[config.mk]
export PLATFORM = sky130hd
export DESIGN_NAME = dimc_ctrl
export DESIGN_NICKNAME = d
export VERILOG_FILES = /design/src/design/dimc_pkg.sv /design/src/design/dimc_ctrl.sv /design/src/design/dimc_mode_dec.sv
export SDC_FILE = /design/constraint.sdc
export NUM_CORES = 1
export LEC_CHECK = 0
export BUFFER_PORTS_ARGS = -buffer_cell sky130_fd_sc_hd__buf_2
export CAP_MARGIN = 10
export CORE_UTILIZATION = 52
export DETAILED_ROUTE_END_ITERATION = 8
export GPL_ROUTABILITY_DRIVEN = 0
export PLACE_DENSITY = 0.84
export SYNTH_ARGS = -nofsm -noshare
export SYNTH_HDL_FRONTEND = slang
export SYNTH_SLANG_ARGS = --single-unit
[constraint.sdc]
create_clock -name pclk -period 3.8 [get_ports pclk]
set_clock_uncertainty 0.05 [all_clocks]
set_input_delay 0.19 -clock pclk [delete_from_list [all_inputs] [get_ports pclk]]
set_output_delay 0.19 -clock pclk [all_outputs]
set_load 0.005 [all_outputs]
[src/design/dimc_pkg.sv]
// Package: constants and types of the DMA and interrupt mode control block.
package dimc_pkg;

   // =====================================================================
   // Register map and reset values
   // =====================================================================
   localparam logic [7:0]  DIMC_CTRL_OFS  = 8'h04; // Control, write-only.
   localparam logic [7:0]  DIMC_STAT_OFS  = 8'h08; // Status, read-only.
   localparam logic [15:0] DIMC_CTRL_RST  = 16'h0000;
   localparam logic [31:0] DIMC_RD_ZERO   = 32'h0000_0000;

   // =====================================================================
   // Types
   // =====================================================================
   // Control word, most significant bit first.
   typedef struct packed {
      logic       adc_serial_link_en;
      logic       upper_port_drive_en;
      logic       lower_port_drive_en;
      logic       terminal_count_irq_en;
      logic       output_done_irq_en;
      logic       acq_done_irq_en;
      logic       io_irq_en;
      logic       primary_req_en;
      logic       secondary_req_en;
      logic       conv_result_req_en;
      logic       out1_req_en;
      logic       out0_req_en;
      logic       sense_ground_drive;
      logic [2:0] irq_level_sel;
   } dimc_ctrl_t;

   // Data source or sink served by one DMA channel, one-hot.
   typedef enum logic [4:0] {
      DIMC_SRC_NONE = 5'b00001,
      DIMC_SRC_ADC  = 5'b00010,
      DIMC_SRC_OUT0 = 5'b00100,
      DIMC_SRC_OUT1 = 5'b01000,
      DIMC_SRC_BOTH = 5'b10000
   } dimc_src_t;

   // Decoded routing of both channels and interrupt sources.
   typedef struct packed {
      dimc_src_t src_a;
      dimc_src_t src_b;
      logic      dbuf;      // Channels take turns on one stream.
      logic      adc_irq;   // Conversion results raise an interrupt.
      logic      tmr_irq;   // Output updates raise an interrupt.
   } dimc_route_t;

   // Hardware events, one-cycle pulses except the three levels.
   typedef struct packed {
      logic tc;          // Terminal count from the host DMA controller.
      logic out_done;    // Output sequence ended or underflowed.
      logic acq_done;    // Acquisition ended, overran or overflowed.
      logic conv_avail;  // Converter FIFO holds a result (level).
      logic out0_ready;  // Output converter 0 wants data (level).
      logic out1_ready;  // Output converter 1 wants data (level).
   } dimc_evt_t;

   // Clear strobes from the neighbouring clear registers.
   typedef struct packed {
      logic terminal_count_clear;
      logic timer_request_clear;
      logic out_clear;
      logic acq_clear;
   } dimc_clr_t;

endpackage : dimc_pkg

[src/design/dimc_ctrl.sv]
// Module: APB control register with interrupt, DMA and port-enable logic.
`timescale 1ns/1ps
module dimc_ctrl
   import dimc_pkg::*;
(
   // Clock and reset.
   input  wire logic        pclk,
   input  wire logic        presetn,
   // APB slave.
   input  wire logic        psel,
   input  wire logic        penable,
   input  wire logic        pwrite,
   input  wire logic [7:0]  paddr,
   input  wire logic [31:0] pwdata,
   output logic [31:0]      prdata,
   output logic             pready,
   output logic             pslverr,
   // Events and clear strobes from board logic on pclk.
   input  wire dimc_evt_t   evt,
   input  wire dimc_clr_t   clr,
   input  wire logic        sample_marked,
   // Digital output register value and the eight lines.
   input  wire logic [7:0]  dout_val,
   input  wire logic [7:0]  dio_in,
   output logic [3:0]       upper_digital_lines_o,
   output logic             upper_digital_lines_oe,
   output logic [3:0]       lower_digital_lines_o,
   output logic             lower_digital_lines_oe,
   // Requests and configuration outputs.
   output logic             drq_a,
   output logic             drq_b,
   output logic             irq,
   output logic [3:0]       irq_level,
   output logic             link_send,
   output logic             sense_ground_drive
);

   // =====================================================================
   // Bus slave
   // =====================================================================
   dimc_ctrl_t  ctrl_q;      // Control word.
   dimc_route_t route;       // Decoded routing, one cycle behind ctrl_q.
   logic        acc;         // Access phase in progress.
   logic        done;        // Access completes at this edge.
   logic        wr_ctrl;     // Write to the control word takes effect.
   logic        map_hit;     // Address is one of ours.
   logic [31:0] stat;        // Status word for readback.
   logic [7:0]  dio_s1_q;    // First synchroniser stage of the lines.
   logic [7:0]  dio_s2_q;    // Second stage, safe to read.
   logic        tc_pend_q;   // Terminal count interrupt pending.
   logic        out_pend_q;  // Output sequence interrupt pending.
   logic        acq_pend_q;  // Acquisition interrupt pending.
   logic        io_irq_q;    // Converter or timer interrupt level.
   logic        turn_b_q;    // Channel B owns the double buffer.

   // Every access phase takes two cycles: pready rises in the second.
   always_comb begin
      acc     = psel & penable;
      done    = acc & pready;
      map_hit = (paddr == DIMC_CTRL_OFS) | (paddr == DIMC_STAT_OFS);
      wr_ctrl = done & pwrite & (paddr == DIMC_CTRL_OFS);
      stat    = {18'h00000, turn_b_q, io_irq_q, acq_pend_q, out_pend_q,
                 tc_pend_q, 1'b0, dio_s2_q[7:4], dio_s2_q[3:0]};
   end

   // Answer one cycle into the access phase, flag unknown addresses.
   always_ff @(posedge pclk or negedge presetn) begin
      if (!presetn) begin
         pready  <= 1'b0;
         pslverr <= 1'b0;
      end else begin
         pready  <= acc & ~pready;
         pslverr <= acc & ~pready & ~map_hit;
      end
   end

   // Only the status offset yields data; the control word is write-only.
   always_ff @(posedge pclk or negedge presetn) begin
      if (!presetn) begin
         prdata <= DIMC_RD_ZERO;
      end else if (acc & ~pready & ~pwrite & (paddr == DIMC_STAT_OFS)) begin
         prdata <= stat;
      end else begin
         prdata <= DIMC_RD_ZERO;
      end
   end

   // The control word changes only on a completed write to its offset.
   always_ff @(posedge pclk or negedge presetn) begin
      if (!presetn) begin
         ctrl_q <= dimc_ctrl_t'(DIMC_CTRL_RST);
      end else if (wr_ctrl) begin
         ctrl_q <= dimc_ctrl_t'(pwdata[15:0]);
      end
   end

   // Line levels come from outside, so two stages before anyone looks.
   always_ff @(posedge pclk or negedge presetn) begin
      if (!presetn) begin
         dio_s1_q <= 8'h00;
         dio_s2_q <= 8'h00;
      end else begin
         dio_s1_q <= dio_in;
         dio_s2_q <= dio_s1_q;
      end
   end

   // =====================================================================
   // Mode decode
   // =====================================================================
   dimc_mode_dec u_dec (
      .pclk    (pclk),
      .presetn (presetn),
      .ctrl    (ctrl_q),
      .route_q (route)
   );

   // =====================================================================
   // Pending interrupts
   // =====================================================================
   logic tc_set;   // Terminal count may set its flag.
   logic out_set;  // Output sequence end may set its flag.
   logic acq_set;  // Acquisition end may set its flag.
   logic out_clr;  // Either of the two output clears.

   always_comb begin
      tc_set  = evt.tc & ctrl_q.terminal_count_irq_en;
      out_set = evt.out_done & ctrl_q.output_done_irq_en;
      acq_set = evt.acq_done & ctrl_q.acq_done_irq_en;
      out_clr = clr.timer_request_clear | clr.out_clear;
   end

   // A new event in the clear cycle wins, so none is lost.
   always_ff @(posedge pclk or negedge presetn) begin
      if (!presetn) begin
         tc_pend_q <= 1'b0;
      end else if (tc_set) begin
         tc_pend_q <= 1'b1;
      end else if (clr.terminal_count_clear) begin
         tc_pend_q <= 1'b0;
      end
   end

   always_ff @(posedge pclk or negedge presetn) begin
      if (!presetn) begin
         out_pend_q <= 1'b0;
      end else if (out_set) begin
         out_pend_q <= 1'b1;
      end else if (out_clr) begin
         out_pend_q <= 1'b0;
      end
   end

   always_ff @(posedge pclk or negedge presetn) begin
      if (!presetn) begin
         acq_pend_q <= 1'b0;
      end else if (acq_set) begin
         acq_pend_q <= 1'b1;
      end else if (clr.acq_clear) begin
         acq_pend_q <= 1'b0;
      end
   end

   // =====================================================================
   // Request sources
   // =====================================================================
   logic adc_rq;     // Conversion result ready and enabled.
   logic o0_rq;      // Output 0 ready and enabled.
   logic o1_rq;      // Output 1 ready and enabled.

   always_comb begin
      adc_rq    = evt.conv_avail & ctrl_q.conv_result_req_en;
      o0_rq     = evt.out0_ready & ctrl_q.out0_req_en;
      o1_rq     = evt.out1_ready & ctrl_q.out1_req_en;
   end

   // Picks the request condition that one routed channel follows.
   function automatic logic src_rq(input dimc_src_t s, input logic a,
                                   input logic z, input logic o);
      logic r;
      r = 1'b0;
      unique case (s)
         DIMC_SRC_NONE: r = 1'b0;
         DIMC_SRC_ADC:  r = a;
         DIMC_SRC_OUT0: r = z;
         DIMC_SRC_OUT1: r = o;
         DIMC_SRC_BOTH: r = z | o;
         default:       r = 1'b0;
      endcase
      return r;
   endfunction : src_rq

   // In double-buffered modes each terminal count hands the stream over.
   always_ff @(posedge pclk or negedge presetn) begin
      if (!presetn) begin
         turn_b_q <= 1'b0;
      end else if (!route.dbuf) begin
         turn_b_q <= 1'b0;
      end else if (evt.tc) begin
         turn_b_q <= ~turn_b_q;
      end
   end

   // DMA requests: source readiness, then the channel enables as gates.
   always_ff @(posedge pclk or negedge presetn) begin
      if (!presetn) begin
         drq_a <= 1'b0;
         drq_b <= 1'b0;
      end else begin
         drq_a <= ctrl_q.primary_req_en & ~(route.dbuf & turn_b_q) &
                  src_rq(route.src_a, adc_rq, o0_rq, o1_rq);
         drq_b <= ctrl_q.secondary_req_en & ~(route.dbuf & ~turn_b_q) &
                  src_rq(route.src_b, adc_rq, o0_rq, o1_rq);
      end
   end

   // Converter and timer interrupts exist only while bit 9 is set.
   always_ff @(posedge pclk or negedge presetn) begin
      if (!presetn) begin
         io_irq_q <= 1'b0;
      end else begin
         io_irq_q <= ctrl_q.io_irq_en &
                     ((route.adc_irq & adc_rq) |
                      (route.tmr_irq & (o0_rq | o1_rq)));
      end
   end

   // =====================================================================
   // Interrupt line and level
   // =====================================================================
   // Maps the three select bits to the host interrupt level number.
   function automatic logic [3:0] lvl(input logic [2:0] s);
      logic [3:0] l;
      l = 4'h3;
      unique case (s)
         3'h0: l = 4'h3;
         3'h1: l = 4'h4;
         3'h2: l = 4'h5;
         3'h3: l = 4'h7;
         3'h4: l = 4'hA;
         3'h5: l = 4'hB;
         3'h6: l = 4'hC;
         3'h7: l = 4'hF;
      endcase
      return l;
   endfunction : lvl

   always_ff @(posedge pclk or negedge presetn) begin
      if (!presetn) begin
         irq       <= 1'b0;
         irq_level <= 4'h3;
      end else begin
         irq       <= tc_pend_q | out_pend_q | acq_pend_q | io_irq_q;
         irq_level <= lvl(ctrl_q.irq_level_sel);
      end
   end

   // =====================================================================
   // Ports, link and sense drive
   // =====================================================================
   // A released port leaves its lines to an outside driver.
   always_ff @(posedge pclk or negedge presetn) begin
      if (!presetn) begin
         upper_digital_lines_o  <= 4'h0;
         upper_digital_lines_oe <= 1'b0;
         lower_digital_lines_o  <= 4'h0;
         lower_digital_lines_oe <= 1'b0;
      end else begin
         upper_digital_lines_o  <= dout_val[7:4];
         upper_digital_lines_oe <= ctrl_q.upper_port_drive_en;
         lower_digital_lines_o  <= dout_val[3:0];
         lower_digital_lines_oe <= ctrl_q.lower_port_drive_en;
      end
   end

   // A marked sample goes out only while the link is enabled.
   always_ff @(posedge pclk or negedge presetn) begin
      if (!presetn) begin
         link_send          <= 1'b0;
         sense_ground_drive <= 1'b0;
      end else begin
         link_send          <= ctrl_q.adc_serial_link_en & sample_marked;
         sense_ground_drive <= ctrl_q.sense_ground_drive;
      end
   end
endmodule : dimc_ctrl

[src/design/dimc_mode_dec.sv]
// Module: registered decoder from mode bits to channel routing.
`timescale 1ns/1ps
module dimc_mode_dec
   import dimc_pkg::*;
(
   // Clock and reset.
   input  wire logic        pclk,
   input  wire logic        presetn,
   // Mode bits in, routing out.
   input  wire dimc_ctrl_t  ctrl,
   output dimc_route_t      route_q
);

   // =====================================================================
   // Mode table
   // =====================================================================
   // Builds one routing entry.
   // Flag arguments are ints so the table rows stay short; bit 0 is used.
   function automatic dimc_route_t mk(input dimc_src_t a, input dimc_src_t b,
                                      input int d, input int ai,
                                      input int ti);
      dimc_route_t r;
      r = '{src_a: a, src_b: b, dbuf: d[0], adc_irq: ai[0], tmr_irq: ti[0]};
      return r;
   endfunction : mk

   logic [5:0]  key;     // Interrupt, channel and request bits joined.
   dimc_route_t route_d; // Decoded routing.

   // Unlisted patterns route nothing, so a bad write stays harmless.
   always_comb begin
      key = {ctrl.io_irq_en, ctrl.primary_req_en, ctrl.secondary_req_en,
             ctrl.conv_result_req_en, ctrl.out1_req_en, ctrl.out0_req_en};
      route_d = mk(DIMC_SRC_NONE, DIMC_SRC_NONE, 1'b0, 1'b0, 1'b0);
      unique case (key)
         // Channel A alone.
         6'b010001: route_d = mk(DIMC_SRC_OUT0, DIMC_SRC_NONE, 0, 0, 0);
         6'b010010: route_d = mk(DIMC_SRC_OUT1, DIMC_SRC_NONE, 0, 0, 0);
         6'b010011: route_d = mk(DIMC_SRC_BOTH, DIMC_SRC_NONE, 0, 0, 0);
         6'b010100: route_d = mk(DIMC_SRC_ADC, DIMC_SRC_NONE, 0, 0, 0);
         // Channel B alone.
         6'b001001: route_d = mk(DIMC_SRC_NONE, DIMC_SRC_OUT0, 0, 0, 0);
         6'b001010: route_d = mk(DIMC_SRC_NONE, DIMC_SRC_OUT1, 0, 0, 0);
         6'b001011: route_d = mk(DIMC_SRC_NONE, DIMC_SRC_BOTH, 0, 0, 0);
         6'b001100: route_d = mk(DIMC_SRC_NONE, DIMC_SRC_ADC, 0, 0, 0);
         // Both channels.
         6'b011000: route_d = mk(DIMC_SRC_BOTH, DIMC_SRC_BOTH, 1, 0, 0);
         6'b011001: route_d = mk(DIMC_SRC_OUT0, DIMC_SRC_OUT0, 1, 0, 0);
         6'b011010: route_d = mk(DIMC_SRC_OUT1, DIMC_SRC_OUT1, 1, 0, 0);
         6'b011011: route_d = mk(DIMC_SRC_OUT0, DIMC_SRC_OUT1, 0, 0, 0);
         6'b011100: route_d = mk(DIMC_SRC_ADC, DIMC_SRC_ADC, 1, 0, 0);
         6'b011101: route_d = mk(DIMC_SRC_ADC, DIMC_SRC_OUT0, 0, 0, 0);
         6'b011110: route_d = mk(DIMC_SRC_ADC, DIMC_SRC_OUT1, 0, 0, 0);
         6'b011111: route_d = mk(DIMC_SRC_ADC, DIMC_SRC_BOTH, 0, 0, 0);
         // Interrupt modes, optionally with DMA on one or both channels.
         6'b100001,
         6'b100010,
         6'b100011: route_d = mk(DIMC_SRC_NONE, DIMC_SRC_NONE, 0, 0, 1);
         6'b100100: route_d = mk(DIMC_SRC_NONE, DIMC_SRC_NONE, 0, 1, 0);
         6'b100101,
         6'b100110,
         6'b100111: route_d = mk(DIMC_SRC_NONE, DIMC_SRC_NONE, 0, 1, 1);
         6'b110001: route_d = mk(DIMC_SRC_OUT0, DIMC_SRC_NONE, 0, 1, 0);
         6'b110010: route_d = mk(DIMC_SRC_OUT1, DIMC_SRC_NONE, 0, 1, 0);
         6'b110011: route_d = mk(DIMC_SRC_BOTH, DIMC_SRC_NONE, 0, 1, 0);
         6'b110100: route_d = mk(DIMC_SRC_ADC, DIMC_SRC_NONE, 0, 0, 1);
         6'b101001: route_d = mk(DIMC_SRC_NONE, DIMC_SRC_OUT0, 0, 1, 0);
         6'b101010: route_d = mk(DIMC_SRC_NONE, DIMC_SRC_OUT1, 0, 1, 0);
         6'b101011: route_d = mk(DIMC_SRC_NONE, DIMC_SRC_BOTH, 0, 1, 0);
         6'b101100: route_d = mk(DIMC_SRC_NONE, DIMC_SRC_ADC, 0, 0, 1);
         6'b111001: route_d = mk(DIMC_SRC_OUT0, DIMC_SRC_OUT0, 1, 1, 0);
         6'b111010: route_d = mk(DIMC_SRC_OUT1, DIMC_SRC_OUT1, 1, 1, 0);
         6'b111011: route_d = mk(DIMC_SRC_OUT0, DIMC_SRC_OUT1, 0, 1, 0);
         6'b111100: route_d = mk(DIMC_SRC_ADC, DIMC_SRC_ADC, 1, 0, 1);
         6'b111101: route_d = mk(DIMC_SRC_OUT0, DIMC_SRC_ADC, 0, 0, 0);
         6'b111110: route_d = mk(DIMC_SRC_OUT1, DIMC_SRC_ADC, 0, 0, 0);
         6'b111111: route_d = mk(DIMC_SRC_BOTH, DIMC_SRC_ADC, 0, 0, 0);
         default:   route_d = mk(DIMC_SRC_NONE, DIMC_SRC_NONE, 0, 0, 0);
      endcase
   end

   // Registering the table keeps the long decode off the request path.
   always_ff @(posedge pclk or negedge presetn) begin
      if (!presetn) begin
         route_q <= mk(DIMC_SRC_NONE, DIMC_SRC_NONE, 1'b0, 1'b0, 1'b0);
      end else begin
         route_q <= route_d;
      end
   end

endmodule : dimc_mode_dec

==> results.sh, run 1 <==
export IMPL_clk_latency_ps=340
export IMPL_synth_top_cell_area_share=0.5968
export IMPL_vias_per_cell=4.854
export IMPL_cp_required_ps=4010
export IMPL_clockPowerShare=0.415
export IMPL_regToRegSetupSlack_ps=2170
export IMPL_startpoint="ctrl_q[6]$_DFFE_PN0P_"
export IMPL_netSwitchingFraction=0.2117
export IMPL_crit_chain="inv_1, or3_1, a21boi_0"
export IMPL_final_period_minus_worst_setup_slack_ps=1626
export IMPL_finalSetupViolations=0
export IMPL_clock_tree_from_tritoncts="done"
export IMPL_synth_ff_latch_count=84
export IMPL_antenna_cells=0
export IMPL_final_net_count=452
export IMPL_synth_cells=256
export IMPL_synth_edff_count=0
export IMPL_max_stage_delay_ps=710
export IMPL_synth_top_cells_by_count="80 x sky130_fd_sc_hd__dfrtp_1, 19 x sky130_fd_sc_hd__buf_4, 15 x sky130_fd_sc_hd__and2_1"
export IMPL_core_area_mm2=0.006061
export IMPL_die_width_um=82.32
export IMPL_die_area_mm2=0.006776
export IMPL_dpl_instance_area_mm2=0.003782
export IMPL_critical_path_arrival_ps=1840
export IMPL_root_buffer="sky130_fd_sc_hd__clkbuf_8"
export IMPL_total_overflow_reported_by_the_global_router=0
export IMPL_pwr_density_cell_mw_per_mm2=400.8
export IMPL_global_route_peak_usage_layer="met2"
export IMPL_critical_path_max_fanout=19
export IMPL_total_power_uw=1709
export IMPL_cts_buffers_inserted=9
export IMPL_route_detailed_wl_per_inst_um=13.35
export IMPL_timing_max_cap_violations=0
export IMPL_cp_end_kind="flip-flop"
export IMPL_slew_violations=0
export IMPL_dpl_worst_slack_ps=2062
export IMPL_hpwlAfterDp_mm=3.961
export IMPL_rsz0062_at_grt="false"
export IMPL_max_slew_worst_pin_slew_ps=1000
export IMPL_use_met3=0.06374
export IMPL_yosysWarningCount=0
export IMPL_post_cts_repair_setup_buffers=0
export IMPL_grt_pass1_wl_mm=9.618
export IMPL_slew_headroom=0.3331
export IMPL_synth_most_common_cell="sky130_fd_sc_hd__dfrtp_1"
export IMPL_grt_start_max_net_pins=85
export IMPL_hold_ws_ps=24.27
export IMPL_drt_initial_drc_count=86
export IMPL_vias=2194
export IMPL_hold_viol_final=0
export IMPL_critPathSlowestCell="sky130_fd_sc_hd__dfrtp_1"
export IMPL_port_buffers=89
export IMPL_drive_above_1_share=0.3422
export IMPL_gr_usage_met1=0.2286
export IMPL_cts_buffer_depth=2
export IMPL_critPathKind="flip-flop to flip-flop"
export IMPL_register_area_mm2=0.002107
export IMPL_fillCellCount=432
export IMPL_regToRegStartpoint="ctrl_q[6]$_DFFE_PN0P_"
export IMPL_finalSetupTns_ps=0
export IMPL_detail_route_wirelength_mm=6.033
export IMPL_p_leak_uw=0.002214
export IMPL_ir_worst_vdd_mv=0.3338
export IMPL_antenna_left=0
export IMPL_synthDominantAreaCellType="sky130_fd_sc_hd__dfrtp_1"
export IMPL_synthArstFlopShare=1.000
export IMPL_critical_path_buf_inv_count=1
export IMPL_groute_usage_overall=0.1979
export IMPL_drc_errors=0
export IMPL_multi_input_comb_area_mm2=0.001100
export IMPL_synth_flop_cell="sky130_fd_sc_hd__dfrtp_1"
export IMPL_period_share=0.4278
export IMPL_fp_row_count=28
export IMPL_critical_path_depth=3
export IMPL_status="finished, final reports clean"
export IMPL_holdCritPathClass="input pin to flip-flop"
export IMPL_grt_antenna_before_repair=0
export IMPL_ioPinCount=125
export IMPL_max_freq_mhz=615.1
export IMPL_synth_area_top_cells="sky130_fd_sc_hd__dfrtp_1 60%, sky130_fd_sc_hd__mux2_4 4.5%, sky130_fd_sc_hd__buf_4 4.3%"
export IMPL_share_comb_of_total_power=0.051
export IMPL_synth_sequential_area_ratio=0.6281
export IMPL_layout_cell_area_non_filler_mm2=0.004265
export IMPL_grt_met2_usage=0.3430
export IMPL_r2r_end="u_dec.route_q[1]$_DFF_PN0_"
export IMPL_timing_critical_path_from_type="flip-flop"
export IMPL_avgSynthCellArea_um2=13.10
export IMPL_die_height_um=82.32
export IMPL_tritoncts_num_sinks=84
export IMPL_critical_path_top_delay_family="flip-flops"
export IMPL_post_cts_resized_instances=0
export IMPL_crit_path_end="u_dec.route_q[1]$_DFF_PN0_"
export IMPL_path_clk_slew_ps=80
export IMPL_cts_max_level=3
export IMPL_synth_lib_cells_used_distinct=46
export IMPL_r2r_cells=3
export IMPL_first_global_vias=2164
export IMPL_power_switching_uw=361.9
export IMPL_origin_of_the_worst_min_delay_path="pwdata[4]"
export IMPL_fin_ws_ps=2174
export IMPL_timing_hold_worst_path_depth=2
export IMPL_sequentialPowerShare=0.534
export IMPL_syn_area_mm2=0.003354
export IMPL_areaGrowthSynthToFinish_pct=27.15
export IMPL_drt_pass1_iterations=4
export IMPL_p_int_uw=1348
export IMPL_initial_core_util=0.5535
layout by cell type (no fill, tap or decap), drive strengths merged, types with 2 or more instances in the layout:
cell type,n
a21boi,4
a21oi,7
and2,15
and4b,2
buf,89
bufinv,2
clkbuf,10
clkinvlp,2
conb,19
dfrtp,80
dfstp,4
dlygate4sd3,25
ha,8
inv,10
mux2,16
mux2i,3
nand2,14
nand2b,5
nand3,4
nand3b,5
nor2,12
nor2b,2
nor3,4
o2111a,2
o21a,2
o21ai,6
o311ai,2
o31ai,2
or2,2
or3,2
xor2,2
registers in the layout, indices dropped and copies added, names as in the netlist:
signal,cells
sense_ground_drive,1
pslverr,1
dio_s1_q,8
upper_digital_lines_oe,1
drq_a,1
prdata,13
upper_digital_lines_o,4
acq_pend_q,1
dio_s2_q,8
out_pend_q,1
lower_digital_lines_oe,1
turn_b_q,1
link_send,1
ctrl_q,16
u_dec.route_q,13
pready,1
irq_level,4
tc_pend_q,1
drq_b,1
irq,1
io_irq_q,1
lower_digital_lines_o,4
stage by stage:
step	cells	util
after floorplan	274	-
after global placement	411	0.6241
after detailed placement	411	0.6241
after CTS	452	0.7038
after global routing	452	0.7038
final	452	0.7038
how the worst min path moves through the flow:
stage                                                    end  slack, ps
after global placement    upper_digital_lines_o[2]$_DFF_PN0_        250
after CTS                              ctrl_q[4]$_DFFE_PN0P_        0.3
after global routing                  ctrl_q[13]$_DFFE_PN0P_       0.04
after floorplan                       acq_pend_q$_DFFE_PN0P_       -160
final                                  ctrl_q[4]$_DFFE_PN0P_         20
after detailed placement               dio_s1_q[5]$_DFF_PN0_        250
metal layers:
layer  share of wire  up-vias
li1                -     1060
met3           0.062        2
met2            0.50       86
met4          0.0070        0
met1            0.43     1046
met5               0        -
cells by family after synthesis:
logic type,share of synthesized area
AOI/OAI and AO/OA,0.07125
xor gates and xnor gates,0.005223
adders and majority gates,0.02984
buffers and inverters,0.06415
DFF,0.6281
muxes,0.07385
other,0.001118
and+or+nand+nor,0.1264
layout make-up:
cell class | count | share of cell area
inverters | 9 | 0.007920
repair buffers | 114 | 0.1637
well taps | 75 | 0.02200
flip-flops and latches | 84 | 0.4940
multi-input cells | 154 | 0.2578
clock buffers | 10 | 0.03227
clock inverters | 6 | 0.02229
power groups by stage:
stage | clock network [uW] | logic [uW] | registers, uW
final | 710 | 86.8 | 913
after global routing | 766 | 99.1 | 915
after CTS | 736 | 88.2 | 913
after detailed placement | 0 | 68.4 | 931
after global placement | 0 | 66.7 | 930
after floorplan | 0 | 27.0 | 931
repair_timing:
action	in CTS	in global routing
setup endpoints to repair	0	0
hold buffers	25	0
endpoints found under the hold margin	71	0
Note: power is estimated with default switching activity, not from simulation.
==> run 2, diff against run 1 <==
Settings changed: CORE_UTILIZATION 52 to 49, PLACE_DENSITY 0.84 to 0.8.
Clock period 3.8 ns to 1.6 ns, I/O delays scaled along.
==> results.sh, run 2 (synthesis results as in run 1) <==
export IMPL_drive_above_1_share=0.3382
export IMPL_power_switching_uw=875.5
export IMPL_initial_core_util=0.5165
export IMPL_timing_max_cap_violations=0
export IMPL_place_inst=422
export IMPL_mostFrequentLayoutCells="88 x sky130_fd_sc_hd__buf_2, 79 x sky130_fd_sc_hd__dfrtp_1, 47 x sky130_fd_sc_hd__dlygate4sd3_1"
export IMPL_antenna_left=0
export IMPL_r2r_end="pslverr$_DFF_PN0_"
export IMPL_total_power_uw=4072
export IMPL_final_net_count=483
export IMPL_path_clk_slew_ps=90
export IMPL_ir_worst_vdd_mv=0.6346
export IMPL_clockPowerShare=0.404
export IMPL_critical_path_max_fanout=3
export IMPL_max_freq_mhz=662.1
export IMPL_grt_pass1_wl_mm=10.97
export IMPL_ioPinCount=125
export IMPL_die_area_mm2=0.007181
export IMPL_rsz0062_at_grt="false"
export IMPL_netSwitchingFraction=0.2150
export IMPL_port_buffers=89
export IMPL_critical_path_arrival_ps=1690
export IMPL_fillCellCount=449
export IMPL_drt_pass1_iterations=9
export IMPL_grt_start_max_net_pins=48
export IMPL_drt_initial_drc_count=76
export IMPL_hold_crit_endpoint="turn_b_q$_DFFE_PN0P_"
export IMPL_vias_per_cell=4.866
export IMPL_groute_usage_overall=0.2024
export IMPL_regToRegStartpoint="pready$_DFF_PN0_"
export IMPL_share_comb_of_total_power=0.063
export IMPL_commonest_non_fill_non_tap_cell_in_the_layout="sky130_fd_sc_hd__buf_2"
export IMPL_hold_viol_final=0
export IMPL_regToRegSetupSlack_ps=120
export IMPL_slew_headroom=0.6637
export IMPL_holdCritPathClass="input pin to flip-flop"
export IMPL_status="finished with violations"
export IMPL_fin_cells=485
export IMPL_cpMostUsedCell="sky130_fd_sc_hd__dlygate4sd3_1"
export IMPL_timing_critical_path_from_type="input pin"
export IMPL_critPathKind="input pin to flip-flop"
export IMPL_die_height_um=84.74
export IMPL_top_layer="met4"
export IMPL_antenna_cells=0
export IMPL_max_slew_worst_pin_slew_ps=504.5
export IMPL_reg_largest_list="ctrl_q x16, prdata x13, u_dec.route_q x13"
export IMPL_finalSetupTns_ps=0
export IMPL_detail_route_wirelength_mm=6.575
export IMPL_cp_required_ps=1780
export IMPL_pwr_density_cell_mw_per_mm2=888.4
export IMPL_critPathSlowestCell="sky130_fd_sc_hd__dlygate4sd3_1"
export IMPL_largest_register="ctrl_q"
export IMPL_violations="design-rule violations"
export IMPL_fin_ws_ps=89.56
export IMPL_total_overflow_reported_by_the_global_router=0
export IMPL_origin_of_the_worst_min_delay_path="evt[5]"
export IMPL_clk_latency_ps=350
export IMPL_sequentialPowerShare=0.532
export IMPL_crit_chain="dlygate4sd3_1, buf_2, nor4_4, dlygate4sd3_1, a31oi_1"
export IMPL_p_leak_uw=0.002373
export IMPL_cp_end_kind="flip-flop"
export IMPL_drc_errors=7
export IMPL_drt_met1_wl_mm=2.712
export IMPL_cts_buffer_depth=2
export IMPL_clock_tree_from_tritoncts="done"
export IMPL_vias=2360
export IMPL_cts_buffers_inserted=9
export IMPL_tritoncts_num_sinks=84
export IMPL_cts_max_level=3
export IMPL_first_global_vias=2424
export IMPL_period_share=0.9440
export IMPL_die_width_um=84.74
export IMPL_max_stage_delay_ps=610
export IMPL_fp_row_count=29
export IMPL_dpl_worst_slack_ps=97.50
export IMPL_areaGrowthSynthToFinish_pct=36.63
export IMPL_detailroute_wirelength_met2_mm=3.395
export IMPL_route_detailed_wl_per_inst_um=13.56
export IMPL_route_met3_wl_um=356
export IMPL_r2r_cells=3
export IMPL_final_period_minus_worst_setup_slack_ps=1510
export IMPL_root_buffer="sky130_fd_sc_hd__clkbuf_8"
export IMPL_timing_hold_worst_path_depth=3
export IMPL_finalSetupViolations=0
export IMPL_core_area_mm2=0.006495
export IMPL_grt_antenna_before_repair=0
export IMPL_flip_flop_count_of_the_largest_register_after_layout=16
export IMPL_p_int_uw=3196
export IMPL_post_cts_repair_setup_buffers=0
export IMPL_hpwlAfterDp_mm=4.177
export IMPL_slew_violations=0
[run 2: cell count changes in the layout (fill, tap and decap cells not counted), sizes merged]
cell,change
clkinvlp,-1
inv,+1
dlygate4sd3,+22
buf,+9
[run 2: stage by stage]
step | utilization | hold WS (ps) | instance area [um2]
final | 0.7056 | 34.68 | 4583
after global routing | 0.7056 | 37.99 | 4583
after CTS | 0.7055 | 24.40 | 4582
after detailed placement | 0.5989 | -49.60 | 3890
after global placement | 0.5989 | -51.08 | 3890
after floorplan | - | -265.6 | 3422
[run 2: cell type report]
type | count | area [um2] | area share
Multi-Input combinational cell | 154 | 1100 | 0.2400
Timing Repair Buffer | 145 | 1023 | 0.2233
Clock buffer | 10 | 127.6 | 0.02785
Sequential cell | 84 | 2108 | 0.4600
Clock inverter | 6 | 93.84 | 0.02048
Tap cell | 77 | 96.34 | 0.02102
Inverter | 9 | 33.78 | 0.007371
[run 2: power groups by stage]
stage | sequential (uW) | clock [uW] | combinational [uW]
finish | 2170 | 1650 | 258
global route | 2170 | 1790 | 288
CTS | 2170 | 1710 | 255
detailed placement | 2210 | 0 | 173
global placement | 2210 | 0 | 170
floorplan | 2210 | 0 | 64.1
[run 2: layer usage]
| metal | GRT usage | up-vias |
|---|---|---|
| met5 | 0 | - |
| met4 | 0.09091 | 0 |
| met3 | 0.05310 | 9 |
| met2 | 0.3422 | 81 |
| met1 | 0.2443 | 1146 |
| li1 | - | 1124 |
[run 2: what timing repair did]
item / CTS / global route
hold buffers: 47 / 0
gates resized for setup: 0 / 1
endpoints found under the hold margin: 120 / 0
endpoints found under the setup margin: 0 / 1
[run 2: how the worst max path moves through the flow]
stage | from | to | slack, ps
2_1_floorplan | pready$_DFF_PN0_ | ctrl_q[0]$_DFFE_PN0P_ | 190
3_3_place_gp | ctrl_q[4]$_DFFE_PN0P_ | u_dec.route_q[0]$_DFF_PN0_ | 160
3_5_place_dp | ctrl_q[4]$_DFFE_PN0P_ | u_dec.route_q[0]$_DFF_PN0_ | 100
4_1_cts | ctrl_q[4]$_DFFE_PN0P_ | u_dec.route_q[0]$_DFF_PN0_ | 90
5_1_grt | paddr[6] | prdata[9]$_DFF_PN0_ | 20
6_report | paddr[4] | pslverr$_DFF_PN0_ | 90
[run 2: critical path: cells and delay by family]
family                 cells  cell delay [ps]
buffers and inverters      3             1280
and+or+nand+nor            1              240
AOI/OAI and AO/OA          1               90
